## config.mk

```make
export PLATFORM = sky130hd
export DESIGN_NAME = slm_monitor
export DESIGN_NICKNAME = d
export VERILOG_FILES = /design/src/logic/slm_pkg.sv /design/src/logic/slm_tick_if.sv /design/src/logic/slm_tick_gen.sv /design/src/logic/slm_monitor.sv
export SDC_FILE = /design/constraint.sdc
export NUM_CORES = 1
export LEC_CHECK = 0
export BUFFER_PORTS_ARGS = -buffer_cell sky130_fd_sc_hd__buf_2
export CORE_MARGIN = 5
export CORE_UTILIZATION = 56
export CTS_CLUSTER_DIAMETER = 100
export CTS_CLUSTER_SIZE = 28
export DETAILED_ROUTE_END_ITERATION = 12
export PLACE_DENSITY = 0.77
export SYNTH_ARGS = -nofsm -noshare
export SYNTH_HDL_FRONTEND = slang
export SYNTH_SLANG_ARGS = --single-unit
```

## constraint.sdc

```tcl
create_clock -name I_CLK_SYS -period 3 [get_ports I_CLK_SYS]
set_clock_uncertainty 0.15 [all_clocks]
set_input_delay 0.45 -clock I_CLK_SYS [delete_from_list [all_inputs] [get_ports I_CLK_SYS]]
set_output_delay 0.45 -clock I_CLK_SYS [all_outputs]
set_load 0.05 [all_outputs]
```

## src/logic/slm_pkg.sv

```systemverilog
// Shared constants for the supply loss monitor: timing, I2C map, states.
// Assumes a 100 MHz system clock and a rail sample in tenths of a volt.
package slm_pkg;

  // ----------------------------------------------------------------------
  // Timing
  // ----------------------------------------------------------------------
  localparam int unsigned CLK_MHZ = 100;
  localparam int unsigned SLOW_US = 16;
  localparam int unsigned FAST_US = 8;
  localparam int unsigned SPIKE_US = 250;
  localparam int unsigned TUNE_US = 1000;
  localparam int unsigned SLOW_CYC = SLOW_US * CLK_MHZ;
  localparam int unsigned FAST_CYC = FAST_US * CLK_MHZ;
  localparam int unsigned OBS_CYC_DEF = SPIKE_US * CLK_MHZ;
  localparam int unsigned TUNE_CYC_DEF = TUNE_US * CLK_MHZ;
  localparam int unsigned TICK_W = 12;
  localparam int unsigned CNT_W = 24;

  // ----------------------------------------------------------------------
  // Register map
  // ----------------------------------------------------------------------
  localparam logic [6:0] I2C_ADDR = 7'h69;
  localparam logic [7:0] REG_TRIP_LO = 8'h02;
  localparam logic [7:0] REG_TRIP_HI = 8'h03;
  localparam logic [7:0] REG_SWC_LO = 8'h04;
  localparam logic [7:0] REG_SWC_HI = 8'h05;
  localparam logic [15:0] CAPTURE_RST = 16'h0000;
  localparam logic [15:0] TUNE_MARGIN = 16'h0002;

  // ----------------------------------------------------------------------
  // States
  // ----------------------------------------------------------------------
  typedef enum logic [1:0] {
    MON_IDLE = 2'h0,
    MON_WATCH = 2'h1,
    MON_BATT = 2'h3,
    MON_TUNE = 2'h2
  } slm_mon_e;

  typedef enum logic [2:0] {
    BUS_IDLE = 3'h0,
    BUS_ADDR = 3'h1,
    BUS_AACK = 3'h3,
    BUS_WR = 3'h2,
    BUS_WACK = 3'h6,
    BUS_RD = 3'h7,
    BUS_RACK = 3'h5
  } slm_bus_e;

endpackage : slm_pkg

```

## src/logic/slm_tick_if.sv

```systemverilog
// Link between the monitor and its sampling tick generator.
// Assumes both ends share one clock.
`timescale 1ns/1ps
interface slm_tick_if;
  logic fast;
  logic tick;
  modport ctrl (output fast, input tick);
  modport gen (input fast, output tick);
endinterface : slm_tick_if

```

## src/logic/slm_tick_gen.sv

```systemverilog
// Sampling tick generator: one pulse per slow or fast sampling period.
// Assumes the synchronous active-low reset of the system clock.
`timescale 1ns/1ps
module slm_tick_gen
  import slm_pkg::*;
(
  input wire logic i_clk,
  input wire logic i_nrst,
  slm_tick_if.gen tk
);

  typedef struct packed {
    logic [TICK_W-1:0] cnt;
    logic tick;
  } slm_tick_s;

  slm_tick_s s_q;
  slm_tick_s s_d;

  always_comb
  begin
    s_d = s_q;
    s_d.tick = 1'b0;
    // A switch to fast mode shortens the running period at once.
    if (s_q.cnt == '0 || (tk.fast && s_q.cnt >= TICK_W'(FAST_CYC)))
    begin
      s_d.tick = 1'b1;
      s_d.cnt = tk.fast ? TICK_W'(FAST_CYC - 1) : TICK_W'(SLOW_CYC - 1);
    end
    else
    begin
      s_d.cnt = s_q.cnt - 1'b1;
    end
  end

  always_ff @(posedge i_clk)
  begin
    if (!i_nrst)
      s_q <= '0;
    else
      s_q <= s_d;
  end

  assign tk.tick = s_q.tick;

endmodule : slm_tick_gen

```

## src/logic/slm_monitor.sv

```systemverilog
// Supply loss monitor top: rail sampling, spike filter, backup switch,
// self adjustment and an I2C target holding the two capture registers.
// Assumes rail samples in tenths of a volt, synchronous to I_CLK_SYS.
// What this block does
// - Samples the rail against the threshold once every 16 us.
// - After a trip, samples every 8 us during the observation window.
// - Ignores short drops; switches to battery when window ends still low.
// - On battery keeps sampling; returns to cable once rail stays good.
// - A command starts self adjustment from idle only; no battery backup meanwhile.
// - Capture registers take the raw sample and hold it until next event.
// - Capture registers are read-only; host writes change nothing.
// - Register 0x02 holds rail voltage at comparator trip, 16 bits.
// - Register 0x04 holds rail voltage at battery switch, 16 bits.
// - Registers answer on I2C target address 0x69.
`timescale 1ns/1ps
module slm_monitor
  import slm_pkg::*;
#(
  parameter int unsigned OBS_CYC = slm_pkg::OBS_CYC_DEF,
  parameter int unsigned TUNE_CYC = slm_pkg::TUNE_CYC_DEF
)
(
  input wire logic I_CLK_SYS,
  input wire logic I_NRST,
  input wire logic [15:0] I_RAIL_LEVEL,
  input wire logic [15:0] I_REF_LEVEL,
  input wire logic I_TUNE_START,
  input wire logic I_SCL,
  input wire logic I_SDA,
  output logic O_SDA_OUT,
  output logic O_SDA_OE_N,
  output logic O_ON_BATTERY,
  output logic O_TUNE_BUSY,
  output logic O_FAST_SAMPLING
);

  // ----------------------------------------------------------------------
  // State
  // ----------------------------------------------------------------------
  typedef struct packed {
    slm_mon_e mon;
    logic [CNT_W-1:0] cnt;
    logic [15:0] trip_q;
    logic [15:0] swc_q;
    logic [15:0] tune_min;
    logic [15:0] tune_ref;
    logic tune_valid;
    slm_bus_e bus;
    logic scl_p;
    logic sda_p;
    logic [3:0] bits;
    logic [7:0] sh;
    logic [7:0] ptr;
    logic rw;
    logic first;
    logic nack;
    logic oe_n;
  } slm_mon_s;

  slm_mon_s s_q;
  slm_mon_s s_d;
  slm_tick_if tk ();
  logic [15:0] ref_lvl;
  logic below, scl_rise, scl_fall, bus_start, bus_stop;

  slm_tick_gen u_tick (
    .i_clk (I_CLK_SYS),
    .i_nrst (I_NRST),
    .tk (tk.gen)
  );

  assign tk.fast = (s_q.mon == MON_WATCH);
  // Read data for the current pointer; every other address reads zero.
  function automatic logic [7:0] rd_byte(input logic [7:0] p,
                                         input logic [15:0] trip,
                                         input logic [15:0] swc);
    logic [7:0] r;
    r = 8'h00;
    if (p == REG_TRIP_LO)
      r = trip[7:0];
    else if (p == REG_TRIP_HI)
      r = trip[15:8];
    else if (p == REG_SWC_LO)
      r = swc[7:0];
    else if (p == REG_SWC_HI)
      r = swc[15:8];
    return r;
  endfunction : rd_byte

  assign ref_lvl = s_q.tune_valid ? s_q.tune_ref : I_REF_LEVEL;
  assign below = (I_RAIL_LEVEL < ref_lvl);
  assign scl_rise = !s_q.scl_p && I_SCL;
  assign scl_fall = s_q.scl_p && !I_SCL;
  assign bus_start = s_q.scl_p && I_SCL && s_q.sda_p && !I_SDA;
  assign bus_stop = s_q.scl_p && I_SCL && !s_q.sda_p && I_SDA;

  always_comb
  begin
    s_d = s_q;
    s_d.scl_p = I_SCL;
    s_d.sda_p = I_SDA;

    // --------------------------------------------------------------------
    // Rail monitor
    // --------------------------------------------------------------------
    if (s_q.cnt != '1)
      s_d.cnt = s_q.cnt + 1'b1;
    case (s_q.mon)
      MON_IDLE:
      begin
        if (I_TUNE_START)
        begin
          s_d.mon = MON_TUNE;
          s_d.cnt = '0;
          s_d.tune_min = 16'hFFFF;
        end
        else if (tk.tick && below)
        begin
          s_d.mon = MON_WATCH;
          s_d.trip_q = I_RAIL_LEVEL;
          s_d.cnt = '0;
        end
      end
      MON_WATCH:
      begin
        if (tk.tick && !below)
          s_d.mon = MON_IDLE;
        else if (tk.tick && 32'(s_q.cnt) >= OBS_CYC)
        begin
          s_d.mon = MON_BATT;
          s_d.swc_q = I_RAIL_LEVEL;
          s_d.cnt = '0;
        end
      end
      MON_BATT:
      begin
        // The rail must stay good for a whole window before leaving.
        if (tk.tick && below)
          s_d.cnt = '0;
        else if (tk.tick && 32'(s_q.cnt) >= OBS_CYC)
          s_d.mon = MON_IDLE;
      end
      MON_TUNE:
      begin
        // No backup here, so a real loss now goes uncaught.
        if (tk.tick && I_RAIL_LEVEL < s_q.tune_min)
          s_d.tune_min = I_RAIL_LEVEL;
        if (32'(s_q.cnt) >= TUNE_CYC)
        begin
          s_d.mon = MON_IDLE;
          s_d.tune_valid = 1'b1;
          s_d.tune_ref = (s_q.tune_min > TUNE_MARGIN) ?
                         s_q.tune_min - TUNE_MARGIN : 16'h0001;
        end
      end
      default:
        s_d.mon = MON_IDLE;
    endcase

    // --------------------------------------------------------------------
    // I2C target
    // --------------------------------------------------------------------
    case (s_q.bus)
      BUS_ADDR, BUS_WR:
      begin
        if (scl_rise)
        begin
          s_d.sh = {s_q.sh[6:0], I_SDA};
          s_d.bits = s_q.bits + 1'b1;
        end
        else if (scl_fall && s_q.bits == 4'h8)
        begin
          s_d.bits = 4'h0;
          if (s_q.bus == BUS_ADDR)
          begin
            if (s_q.sh[7:1] == I2C_ADDR)
            begin
              s_d.bus = BUS_AACK;
              s_d.rw = s_q.sh[0];
              s_d.oe_n = 1'b0;
            end
            else
              s_d.bus = BUS_IDLE;
          end
          else
          begin
            // The first data byte sets the pointer; later data bytes are acknowledged but never stored.
            s_d.bus = BUS_WACK;
            s_d.oe_n = 1'b0;
            s_d.first = 1'b0;
            s_d.ptr = s_q.first ? s_q.sh : s_q.ptr + 1'b1;
          end
        end
      end
      BUS_AACK:
      begin
        if (scl_fall)
        begin
          if (s_q.rw)
          begin
            s_d.bus = BUS_RD;
            s_d.sh = rd_byte(s_q.ptr, s_q.trip_q, s_q.swc_q);
            s_d.oe_n = s_d.sh[7];
            s_d.bits = 4'h1;
          end
          else
          begin
            s_d.bus = BUS_WR;
            s_d.oe_n = 1'b1;
            s_d.first = 1'b1;
          end
        end
      end
      BUS_WACK:
      begin
        if (scl_fall)
        begin
          s_d.bus = BUS_WR;
          s_d.oe_n = 1'b1;
        end
      end
      BUS_RD:
      begin
        if (scl_fall)
        begin
          if (s_q.bits == 4'h8)
          begin
            s_d.bus = BUS_RACK;
            s_d.oe_n = 1'b1;
            s_d.ptr = s_q.ptr + 1'b1;
          end
          else
          begin
            s_d.sh = {s_q.sh[6:0], 1'b0};
            s_d.oe_n = s_q.sh[6];
            s_d.bits = s_q.bits + 1'b1;
          end
        end
      end
      BUS_RACK:
      begin
        if (scl_rise)
          s_d.nack = I_SDA;
        else if (scl_fall)
        begin
          if (s_q.nack)
            s_d.bus = BUS_IDLE;
          else
          begin
            s_d.bus = BUS_RD;
            s_d.sh = rd_byte(s_q.ptr, s_q.trip_q, s_q.swc_q);
            s_d.oe_n = s_d.sh[7];
            s_d.bits = 4'h1;
          end
        end
      end
      default:
        s_d.bus = BUS_IDLE;
    endcase
    if (bus_start)
    begin
      s_d.bus = BUS_ADDR;
      s_d.bits = 4'h0;
      s_d.oe_n = 1'b1;
    end
    else if (bus_stop)
    begin
      s_d.bus = BUS_IDLE;
      s_d.oe_n = 1'b1;
    end
  end

  // ----------------------------------------------------------------------
  // Registers
  // ----------------------------------------------------------------------
  always_ff @(posedge I_CLK_SYS)
  begin
    if (!I_NRST)
    begin
      s_q <= '0;
      s_q.trip_q <= CAPTURE_RST;
      s_q.swc_q <= CAPTURE_RST;
      s_q.scl_p <= 1'b1;
      s_q.sda_p <= 1'b1;
      s_q.oe_n <= 1'b1;
    end
    else
      s_q <= s_d;
    O_SDA_OUT <= 1'b0;
    O_SDA_OE_N <= !I_NRST || s_d.oe_n;
    O_ON_BATTERY <= I_NRST && (s_d.mon == MON_BATT);
    O_TUNE_BUSY <= I_NRST && (s_d.mon == MON_TUNE);
    O_FAST_SAMPLING <= I_NRST && (s_d.mon == MON_WATCH);
  end

endmodule : slm_monitor

```

After elaboration in Yosys (flattened, before gate mapping)
Index checks and enable logic that the tools add are counted.
{"block": "word_totals", "ff_bits": 137, "out_inout_bits": 5, "elab_cells": 205}
{"block": "classes", "n_reduce_logical": 45, "eq_ne": 44, "muxes": 77, "magnitude_cmp": 6, "n_addsub": 5, "n_bitwise": 4}
{"cell": "12-bit 2-to-1 mux", "n": 7}
{"cell": "24-bit 2-to-1 mux", "n": 3}
{"cell": "24-bit case mux with 3 select lines", "n": 1}
{"cell": "16-bit 2-to-1 mux", "n": 4}
{"cell": "8-bit 2-to-1 mux", "n": 8}
{"cell": "26-bit 2-to-1 mux", "n": 2}
{"cell": "12-bit case mux with 4 select lines", "n": 1}
{"cell": "42-bit 2-to-1 mux", "n": 1}
{"cell": "3-bit 2-to-1 mux", "n": 11}
{"cell": "16-bit < comparator", "n": 2}
{"cell": "2-bit != test, second input constant", "n": 16}
{"cell": "4-bit != test, second input constant", "n": 8}
{"cell": "16-bit case mux with 2 select lines", "n": 1}
{"cell": "24-bit by 1-bit adder with 24-bit output, second input constant", "n": 1}
{"cell": "24-bit by 15-bit greater-or-equal comparator with 1-bit output, second input constant", "n": 1}
{"cell": "24-bit by 17-bit greater-or-equal comparator with 1-bit output, second input constant", "n": 1}
{"cell": "24-bit != test, second input constant", "n": 1}
{"cell": "1-bit 2-to-1 mux", "n": 22}
{"cell": "10-bit 2-to-1 mux", "n": 2}
{"cell": "20-bit 2-to-1 mux", "n": 1}
{"cell": "9-bit AND reduction", "n": 2}
{"cell": "8-bit by 2-bit equality test with 1-bit output, second input constant", "n": 2}
{"cell": "8-bit by 3-bit equality test with 1-bit output, second input constant", "n": 2}
{"cell": "16-bit by 2-bit greater-than comparator with 1-bit output, second input constant", "n": 1}
{"cell": "36 further kinds", "n": 80}

Logic depth before layout (Yosys ltp)
Gate-level depths: netlist (run 1).
{"block": "logic_depth", "depth_word": 12, "depth_mapped": 12, "depth_no_buf": 8}

Cells and area by module
Synthesis (run 1) repeated with hierarchy kept, for this count alone.
{"block": "hier_totals", "hier_cells": 920, "hier_area_um2": 7687.4}
{"module": "slm_monitor", "n_inst": 1, "cells_each": 852, "area_per_inst_um2": 7051.8}
{"module": "slm_tick_gen", "n_inst": 1, "cells_each": 68, "area_per_inst_um2": 635.6}

Least setup slack after synthesis (run 1)
Ideal clock, no wire load.
{"block": "synth_path", "kind": "reg2reg", "start": "register s_q[29] in the netlist's numbering", "end": "register s_q[67] in the netlist's numbering", "period_less_slack_ns": 3.102, "path_stages_with_launch": 12, "required_ns": 2.778, "t_arrival_ns": 2.881, "setup_ns": 0.072, "setup_slack_ns": -0.102, "path_cell_list": "dfxtp_1 buf_4 buf_1 mux2i_1 ha_1 a21oi_1 o21ai_1 nor3_4 nor3_4 nor4_4 buf_6 mux2i_1"}
{"block": "synth_via", "elab_chain_cells": 6}
{"item": "from (decl)", "line_no": "slm_monitor.sv:60", "rtl": "slm_mon_s s_q;"}
{"item": "16-bit 2-to-1 mux", "line_no": "slm_monitor.sv:90", "rtl": "assign ref_lvl = s_q.tune_valid ? s_q.tune_ref : I_REF_LEVEL;"}
{"item": "16-bit < comparator", "line_no": "slm_monitor.sv:91", "rtl": "assign below = (I_RAIL_LEVEL < ref_lvl);"}
{"item": "1-bit logical NOT", "line_no": "slm_monitor.sv:126", "rtl": "if (tk.tick && !below)"}
{"item": "1-bit logical AND", "line_no": "slm_monitor.sv:126"}
{"item": "1-bit NOT (no source line)"}
{"item": "3-bit AND reduction (no source line)"}
Every way passes these cells.
A chain may end at the register's enable or synchronous reset.

Worst setup path in the final report (run 1)
{"block": "layout_path", "start": "register s_q[29] in the netlist's numbering", "end": "register s_q[77] in the netlist's numbering"}
Same word-level chain as after synthesis.

==> summary.log, run 1 <==
[placed_design] worst slack at placement 0.143 ns
[timing] worst slew pin tran 0.916 ns
[power] switching component of the power 1.71 mW
[die] area enclosed by the die boundary 16400 um2
[die] die height 128 um
[setup_path] critical path type reg2reg
[power] power density over the cells 620 nW/um2
[timing] Final min period 2.83 ns
[die] Row Count 43
[route] routed len/inst 16.7 um
[setup_path] CP max stage cell sky130_fd_sc_hd__dfxtp_1
[route] drt first-iter violations 691
[power] total leakage power 3.20 nW
[route] Initial DRT Pass Iterations 6
[yosys] number of synthesis warnings 0
[route] sum of routed wire length over all layers 19500 um
[cells_and_area] final cell count without fillers 1165
[power] Peak VDD IR 0.000461 V
[power] logic gate share of total power 0.206
[setup_path] kind of cell adding the most delay to the critical path simple AND/OR/NAND/NOR gates
[setup_path] buffering stage count on the worst path with inverters included 2
[yosys] post-synthesis instance area 7780 um2
[setup_path] Critical Path AT 3.04 ns
[route] routed vias/inst 6.05
[power] Net Sw Frac 0.316
[route] via count 7052
[yosys] Gate Count Post-Synth 951
[cells_and_area] number of antenna cells inserted 0
[cells_and_area] fraction of final layout cells with drive strength greater than 1 0.109
[clock_tree] number of setup buffers added after CTS 0
[die] horizontal die dimension 128 um
[die] effective utilization at floorplan 0.565
[timing] aggregate negative setup slack 0 ns
[clock_tree] Clock Latency Late Sink 0.43 ns
[cells_and_area] combined area of the multi-input logic cells 4710 um2
[cells_and_area] footprint of the flip-flops and latches 2740 um2
[timing] Rel. slew slack 0.387
[power] Sequential Power Share 0.398
[yosys] total nets after synthesis 1028
[clock_tree] # hold bufs at CTS 0
[cells_and_area] area added between synthesis and finish 12.1%
[route] detailed-route DRC error count 0
[placed_design] final RePlAce weighted congestion 0.878
[global_route] pin count of the biggest net entering global routing 61
[global_route] first-pass GRT wire length 32500 um
[clock_tree] CTS Buffer Depth 2
[setup_path] Crit path required time 3.20 ns
[clock_tree] CTS sink count 137
[yosys] Post-Syn Area per Cell 8.19 um2
[placed_design] placed insts 1133
[setup_path] CP Max Fanout 18
[clock_tree] cts bufs inserted 17
[timing] timing-limited maximum frequency 353 MHz
[timing] number of endpoints failing setup at the final stage 0
[timing] Slew Viols, Final 0
[global_route] remaining global-route overflow 0
[flow_run] max_cap viols 0
[clock_tree] depth of the CTS H-tree 4
[clock_tree] clock transition at the register clock pins on the worst setup and hold paths after CTS 0.06 ns
[timing] post-layout worst setup margin 0.167 ns
[min_path] Hold WC Path Type in2reg
[status] outcome finished clean
[cells_and_area] number of nets at the end of the flow 1049
[clock_tree] CTS tree done
[global_route] antenna violations before repair 0
[setup_path] list of cells traversed by the critical path buf_12 -> mux2i_1 -> ha_1 -> a211oi_1 -> nand2_1 -> o22ai_4 -> nor3_4 -> nor4_4 -> buf_12 -> mux2i_1
[setup_path] CP peak stage delay 0.37 ns
[route] antenna-violating nets left 0
[clock_tree] clock tree root driver cell sky130_fd_sc_hd__clkbuf_16
[global_route] via count of the first global-routing pass 6640
[placed_design] IO Port Bufs 40
[power] cell-internal power 3.70 mW
[clock_tree] post-CTS sizing 0
[yosys] most instantiated flip-flop cell in the synthesis netlist sky130_fd_sc_hd__dfxtp_1
[yosys] share of synthesized area occupied by flip-flops and latches 0.352
[timing] final count of hold timing violations 0
[yosys] number of different library cells in the post-synthesis netlist 82
[power] clock power share 0.396
[timing] crit share post-route 0.944
[global_route] GRT Resource Usage Total 0.243
[placed_design] HPWL after detailed placement 13400 um
[setup_path] endpoint class of the critical path flip-flop
[die] top-level I/O count 42
[cells_and_area] number of fill cells 1170
[die] Std-Cell Core Area 13800 um2
[setup_path] startpoint type of the worst setup path flip-flop
[yosys] FFs w/ async S/R, synth 0
[yosys] Seq cells post-synth 137
[yosys] count of flip-flops with a built-in enable after synthesis 0
==> layout by cell type, fill, tap and decap left out, types with 13 or more instances in the layout <==
cell,synthesis,final
sky130_fd_sc_hd__dfxtp_1,137,137
sky130_fd_sc_hd__nand2_1,93,93
sky130_fd_sc_hd__nor2_1,88,88
sky130_fd_sc_hd__a21oi_1,60,60
sky130_fd_sc_hd__o21ai_0,56,56
sky130_fd_sc_hd__mux2i_1,50,50
sky130_fd_sc_hd__nand3_1,45,45
sky130_fd_sc_hd__ha_1,40,40
sky130_fd_sc_hd__buf_2,7,40
sky130_fd_sc_hd__inv_1,38,38
sky130_fd_sc_hd__xnor2_1,33,33
sky130_fd_sc_hd__nor3_1,26,26
sky130_fd_sc_hd__o21ai_1,19,19
sky130_fd_sc_hd__clkbuf_16,0,17
sky130_fd_sc_hd__nand4_1,16,16
sky130_fd_sc_hd__a22oi_1,13,13
==> kinds of logic after synthesis <==
family / share of synthesized area
AO/OA/AOI/OAI: 0.185
XOR/XNOR: 0.0493
adder cells (fa/ha/maj): 0.0643
buffers and inverters: 0.0466
flip-flops: 0.352
multiplexers: 0.0672
other: 0.000482
AND/OR/NAND/NOR: 0.235
==> power groups by stage <==
stage,clock network (mW),logic (mW),registers [mW]
global placement,0,1.07,2.18
detailed placement,0,1.08,2.18
floorplan,0,0.829,2.17
finish,2.14,1.12,2.15
CTS,2.17,1.11,2.15
global route,2.27,1.25,2.17
==> cell type report <==
type	instances	area share
multi-input combinational	726	0.539
inverter	39	0.0168
clock buffer	19	0.0508
timing repair buffer	51	0.0353
sequential	137	0.314
tap	180	0.0258
clock inverter	13	0.0179
==> state kept, by name (all words and copies together), names as in the netlist <==
signal           count
u_tick.s_q          12
O_SDA_OE_N           1
s_q                120
O_TUNE_BUSY          1
u_tick.tk.tick       1
O_FAST_SAMPLING      1
O_ON_BATTERY         1
==> stage by stage <==
step	hold WS, ns	cell area (um2)	total power, mW	util
global route	0.172	8730	5.69	0.634
finish	0.170	8730	5.41	0.634
global placement	0.295	8110	3.25	0.589
detailed placement	0.301	8110	3.26	0.589
floorplan	0.280	7790	3.00	-
CTS	0.159	8710	5.42	0.632
==> final timing paths <==
path | from | end | slack, ns | cells past startpoint
setup / recovery | s_q[29]$_SDFFE_PN0P_ | s_q[77]$_SDFFE_PN0P_ | 0.17 | 10
setup reg to reg | s_q[29]$_SDFFE_PN0P_ | s_q[77]$_SDFFE_PN0P_ | 0.17 | 10
hold / removal | I_RAIL_LEVEL[7] | s_q[85]$_SDFFE_PN0P_ | 0.17 | 3
hold reg to reg | s_q[67]$_SDFFE_PN0P_ | s_q[67]$_SDFFE_PN0P_ | 0.31 | 2
==> per-layer routing <==
layer | GRT usage | vias up | wire, um
li1 | - | 3479 | -
met1 | 0.332 | 3311 | 8950
met2 | 0.376 | 223 | 9080
met3 | 0.0550 | 39 | 1080
met4 | 0.0911 | 0 | 374
met5 | 0 | - | 0
==> synth_stat cells, types with 8 or more instances <==
master                     count  area [um2]
sky130_fd_sc_hd__nor4_1       11        68.8
sky130_fd_sc_hd__a211oi_1      8        60.1
sky130_fd_sc_hd__a21oi_1      60         300
sky130_fd_sc_hd__mux2i_1      50         500
sky130_fd_sc_hd__nor2b_1       8        50.1
sky130_fd_sc_hd__o21ai_1      19        95.1
sky130_fd_sc_hd__nor2_1       88         330
sky130_fd_sc_hd__nor3_1       26         130
sky130_fd_sc_hd__o21ai_0      56         280
sky130_fd_sc_hd__nand4_1      16         100
sky130_fd_sc_hd__nand2b_1     12        75.1
sky130_fd_sc_hd__or3_1        11        68.8
sky130_fd_sc_hd__a31oi_1      12        75.1
sky130_fd_sc_hd__dfxtp_1     137        2740
sky130_fd_sc_hd__xor2_1        9        78.8
sky130_fd_sc_hd__nand3_1      45         225
sky130_fd_sc_hd__inv_1        38         143
sky130_fd_sc_hd__ha_1         40         500
sky130_fd_sc_hd__nand2_1      93         349
sky130_fd_sc_hd__xnor2_1      33         289
sky130_fd_sc_hd__a22oi_1      13        97.6
sky130_fd_sc_hd__clkbuf_1     34         128
==> worst min-delay path, delay by kind of cell <==
family	cells	cell delay [ns]
AO/OA/AOI/OAI	1	0.05
buffers and inverters	1	0.13
AND/OR/NAND/NOR	1	0.07
No activity file was read; power rests on OpenSTA's default activity.
==> inputs of run 2 (changes only) <==
- ABC_AREA: unset -> 1
- GPL_ROUTABILITY_DRIVEN: unset -> 1
==> summary.log, run 2 <==
[die] effective utilization at floorplan 0.575
[yosys] Post-Syn Area per Cell 6.97 um2
[route] detailed-route DRC error count 0
[min_path] min-delay src I_SCL
[setup_path] Critical Path AT 2.89 ns
[setup_path] CP peak stage delay 0.31 ns
[yosys] FFs w/ async S/R, synth 0
[timing] final count of hold timing violations 0
[power] Peak VDD IR 0.000517 V
[cells_and_area] register ranked first by flip-flop count s_q
[yosys] Gate Count Post-Synth 1150
[die] area enclosed by the die boundary 16800 um2
[setup_path] CP max stage cell sky130_fd_sc_hd__dfxtp_1
[die] die height 130 um
[clock_tree] depth of the CTS H-tree 4
[placed_design] placed standard-cell area 8360 um2
[global_route] first-pass GRT wire length 33400 um
[setup_path] endpoint class of the critical path flip-flop
[power] clock power share 0.406
[clock_tree] CTS Buffer Depth 2
[placed_design] worst slack at placement 0.265 ns
[cells_and_area] registers with the most flip-flops s_q: 120 flops, u_tick.s_q: 12 flops
[setup_path] Crit path required time 3.17 ns
[power] Final Total Pwr 4.95 mW
[yosys] biggest area contributors in the synthesized netlist sky130_fd_sc_hd__dfxtp_1, sky130_fd_sc_hd__nor2_1, sky130_fd_sc_hd__nand2_1
[clock_tree] CTS tree done
[setup_path] depth of the most critical reg-to-reg path 15
[yosys] total nets after synthesis 1227
[global_route] antenna violations before repair 0
[timing] timing-limited maximum frequency 368 MHz
[die] Row Count 43
[power] logic gate share of total power 0.178
[setup_path] CP Max Fanout 23
[global_route] via count of the first global-routing pass 6959
[cells_and_area] post-route cell area 8930 um2
[clock_tree] number of setup buffers added after CTS 0
[route] antenna-violating nets left 0
[route] sum of routed wire length over all layers 20400 um
[global_route] pin count of the biggest net entering global routing 79
[setup_path] Crit Reg-Reg Startpoint s_q[29]$_SDFFE_PN0P_
[timing] Rel. slew slack 0.483
[placed_design] final RePlAce weighted congestion 0.928
[setup_path] startpoint type of the worst setup path flip-flop
[power] cell-internal power 3.43 mW
[min_path] hold endpoint s_q[25]$_SDFF_PN1_
[clock_tree] CTS sink count 137
[timing] worst slew pin tran 0.775 ns
[timing] worst-case hold slack 0.0949 ns
[power] Sequential Power Share 0.416
[placed_design] HPWL after detailed placement 14400 um
[yosys] count of flip-flops with a built-in enable after synthesis 0
[global_route] remaining global-route overflow 0
[yosys] share of the synthesized area in the top cell type 0.342
[cells_and_area] final cell utilization of the core 0.641
[power] total leakage power 3.76 nW
[cells_and_area] number of antenna cells inserted 0
[power] power density over the cells 554 nW/um2
[status] outcome finished clean
[placed_design] placed insts 1345
[die] top-level I/O count 42
[setup_path] list of cells traversed by the critical path buf_4 -> o21ai_0 -> ha_1 -> nand2_1 -> inv_1 -> nand3_1 -> nor3_1 -> nand2_2 -> nand2_4 -> nand2_1 -> nand3_2 -> buf_4 -> clkinvlp_4 -> nor2_1 -> nor2_1
[cells_and_area] fraction of final layout cells with drive strength greater than 1 0.118
[timing] Final min period 2.72 ns
[route] via count 7638
[clock_tree] Clock Latency Late Sink 0.43 ns
[min_path] hold-critical path depth 3
[clock_tree] # hold bufs at CTS 0
[cells_and_area] most common cell after layout, fill and taps aside sky130_fd_sc_hd__nor2_1
[cells_and_area] most used cells in the layout excluding fill and tap cells sky130_fd_sc_hd__nor2_1, sky130_fd_sc_hd__nand2_1, sky130_fd_sc_hd__inv_1
[cells_and_area] number of nets at the end of the flow 1261
[die] Std-Cell Core Area 13900 um2
[cells_and_area] number of flip-flops under the largest register name 120
[setup_path] FF-to-FF End s_q[62]$_SDFFE_PN0P_
[yosys] most instantiated flip-flop cell in the synthesis netlist sky130_fd_sc_hd__dfxtp_1
[clock_tree] clock transition at the register clock pins on the worst setup and hold paths after CTS 0.06 ns
[timing] crit share post-route 0.907
[power] Net Sw Frac 0.307
[min_path] Hold WC Path Type in2reg
[cells_and_area] final cell count without fillers 1377
[yosys] count leader, synth sky130_fd_sc_hd__nor2_1
[yosys] number of different library cells in the post-synthesis netlist 55
[global_route] GRT Resource Usage Total 0.247
[clock_tree] cts bufs inserted 17
[route] routed vias/inst 5.55
[yosys] Seq cells post-synth 137
[yosys] commonest cells in the synthesized netlist sky130_fd_sc_hd__nor2_1, sky130_fd_sc_hd__nand2_1, sky130_fd_sc_hd__inv_1, sky130_fd_sc_hd__dfxtp_1, sky130_fd_sc_hd__a21oi_1
[timing] number of endpoints failing setup at the final stage 0
[route] routed len/inst 14.8 um
[timing] Slew Viols, Final 0
[power] switching component of the power 1.52 mW
[setup_path] register-to-register setup slack 0.28 ns
[route] drt first-iter violations 772
[clock_tree] clock tree root driver cell sky130_fd_sc_hd__clkbuf_16
[yosys] share of synthesized area occupied by flip-flops and latches 0.342
[placed_design] IO Port Bufs 40
[timing] post-layout worst setup margin 0.279 ns
[cells_and_area] number of fill cells 1256
[die] horizontal die dimension 130 um
[flow_run] max_cap viols 0
[yosys] number of synthesis warnings 0
[clock_tree] post-CTS sizing 0
[route] Initial DRT Pass Iterations 5
[yosys] cell taking the most area after synthesis sky130_fd_sc_hd__dfxtp_1
[yosys] post-synthesis instance area 8020 um2
[timing] aggregate negative setup slack 0 ns
[timing] RSZ-0062 raised after global routing false
[cells_and_area] area added between synthesis and finish 11.3%
[setup_path] critical path type reg2reg
-- run 2: layout make-up --
cell class | count | area (um2) | share of cell area
flip-flops and latches | 137 | 2740 | 0.307
well taps | 180 | 225 | 0.0252
multi-input cells | 824 | 4540 | 0.508
clock inverters | 13 | 121 | 0.0136
inverters | 154 | 584 | 0.0655
repair buffers | 50 | 275 | 0.0308
clock buffers | 19 | 443 | 0.0496
-- run 2: worst max path at each step --
stage / from / end / slack [ns] / cells after the start
CTS: s_q[29]$_SDFFE_PN0P_ / s_q[62]$_SDFFE_PN0P_ / 0.24 / 15
floorplan: s_q[29]$_SDFFE_PN0P_ / s_q[107]$_SDFF_PN0_ / 0.29 / 16
global placement: s_q[29]$_SDFFE_PN0P_ / s_q[64]$_SDFFE_PN0P_ / 0.34 / 15
detailed placement: s_q[29]$_SDFFE_PN0P_ / s_q[62]$_SDFFE_PN0P_ / 0.26 / 15
finish: s_q[29]$_SDFFE_PN0P_ / s_q[62]$_SDFFE_PN0P_ / 0.28 / 15
global route: s_q[29]$_SDFFE_PN0P_ / s_q[92]$_SDFFE_PN0P_ / 0.01 / 13
-- run 2: power groups by stage --
stage          logic (mW)  clock network, mW  registers (mW)
2_1_floorplan       0.664                  0            2.08
3_3_place_gp        0.844                  0            2.09
3_5_place_dp        0.870                  0            2.09
4_1_cts             0.877               2.03            2.06
5_1_grt              1.01               2.12            2.08
6_report            0.880               2.01            2.06
-- run 2: per-layer routing --
layer / global-route usage / vias to the layer above / part of all wire
met5: 0 / - / 0
met4: 0.0825 / 0 / 0.017
met3: 0.0429 / 33 / 0.048
met2: 0.409 / 234 / 0.47
met1: 0.327 / 3471 / 0.46
li1: - / 3900 / -
-- run 2: critical path: cells and delay by family (launching register included) --
| kind | cells | cell delay (ns) |
|---|---|---|
| flip-flops | 1 | 0.31 |
| AO/OA/AOI/OAI | 1 | 0.16 |
| adder cells (fa/ha/maj) | 1 | 0.29 |
| buffers and inverters | 4 | 0.80 |
| AND/OR/NAND/NOR | 9 | 0.91 |
-- run 2: logic make-up (layout without fill, tap and decap cells) --
family / after synthesis / after routing / share of synthesized area
flops: 137 / 137 / 0.342
fa+ha+maj: 40 / 40 / 0.0624
xor+xnor: 25 / 25 / 0.0273
simple gates: 484 / 484 / 0.279
other cells: 1 / 1 / 0.000468
mux: 9 / 9 / 0.0112
buf+inv: 189 / 236 / 0.0927
compound gates: 265 / 265 / 0.184
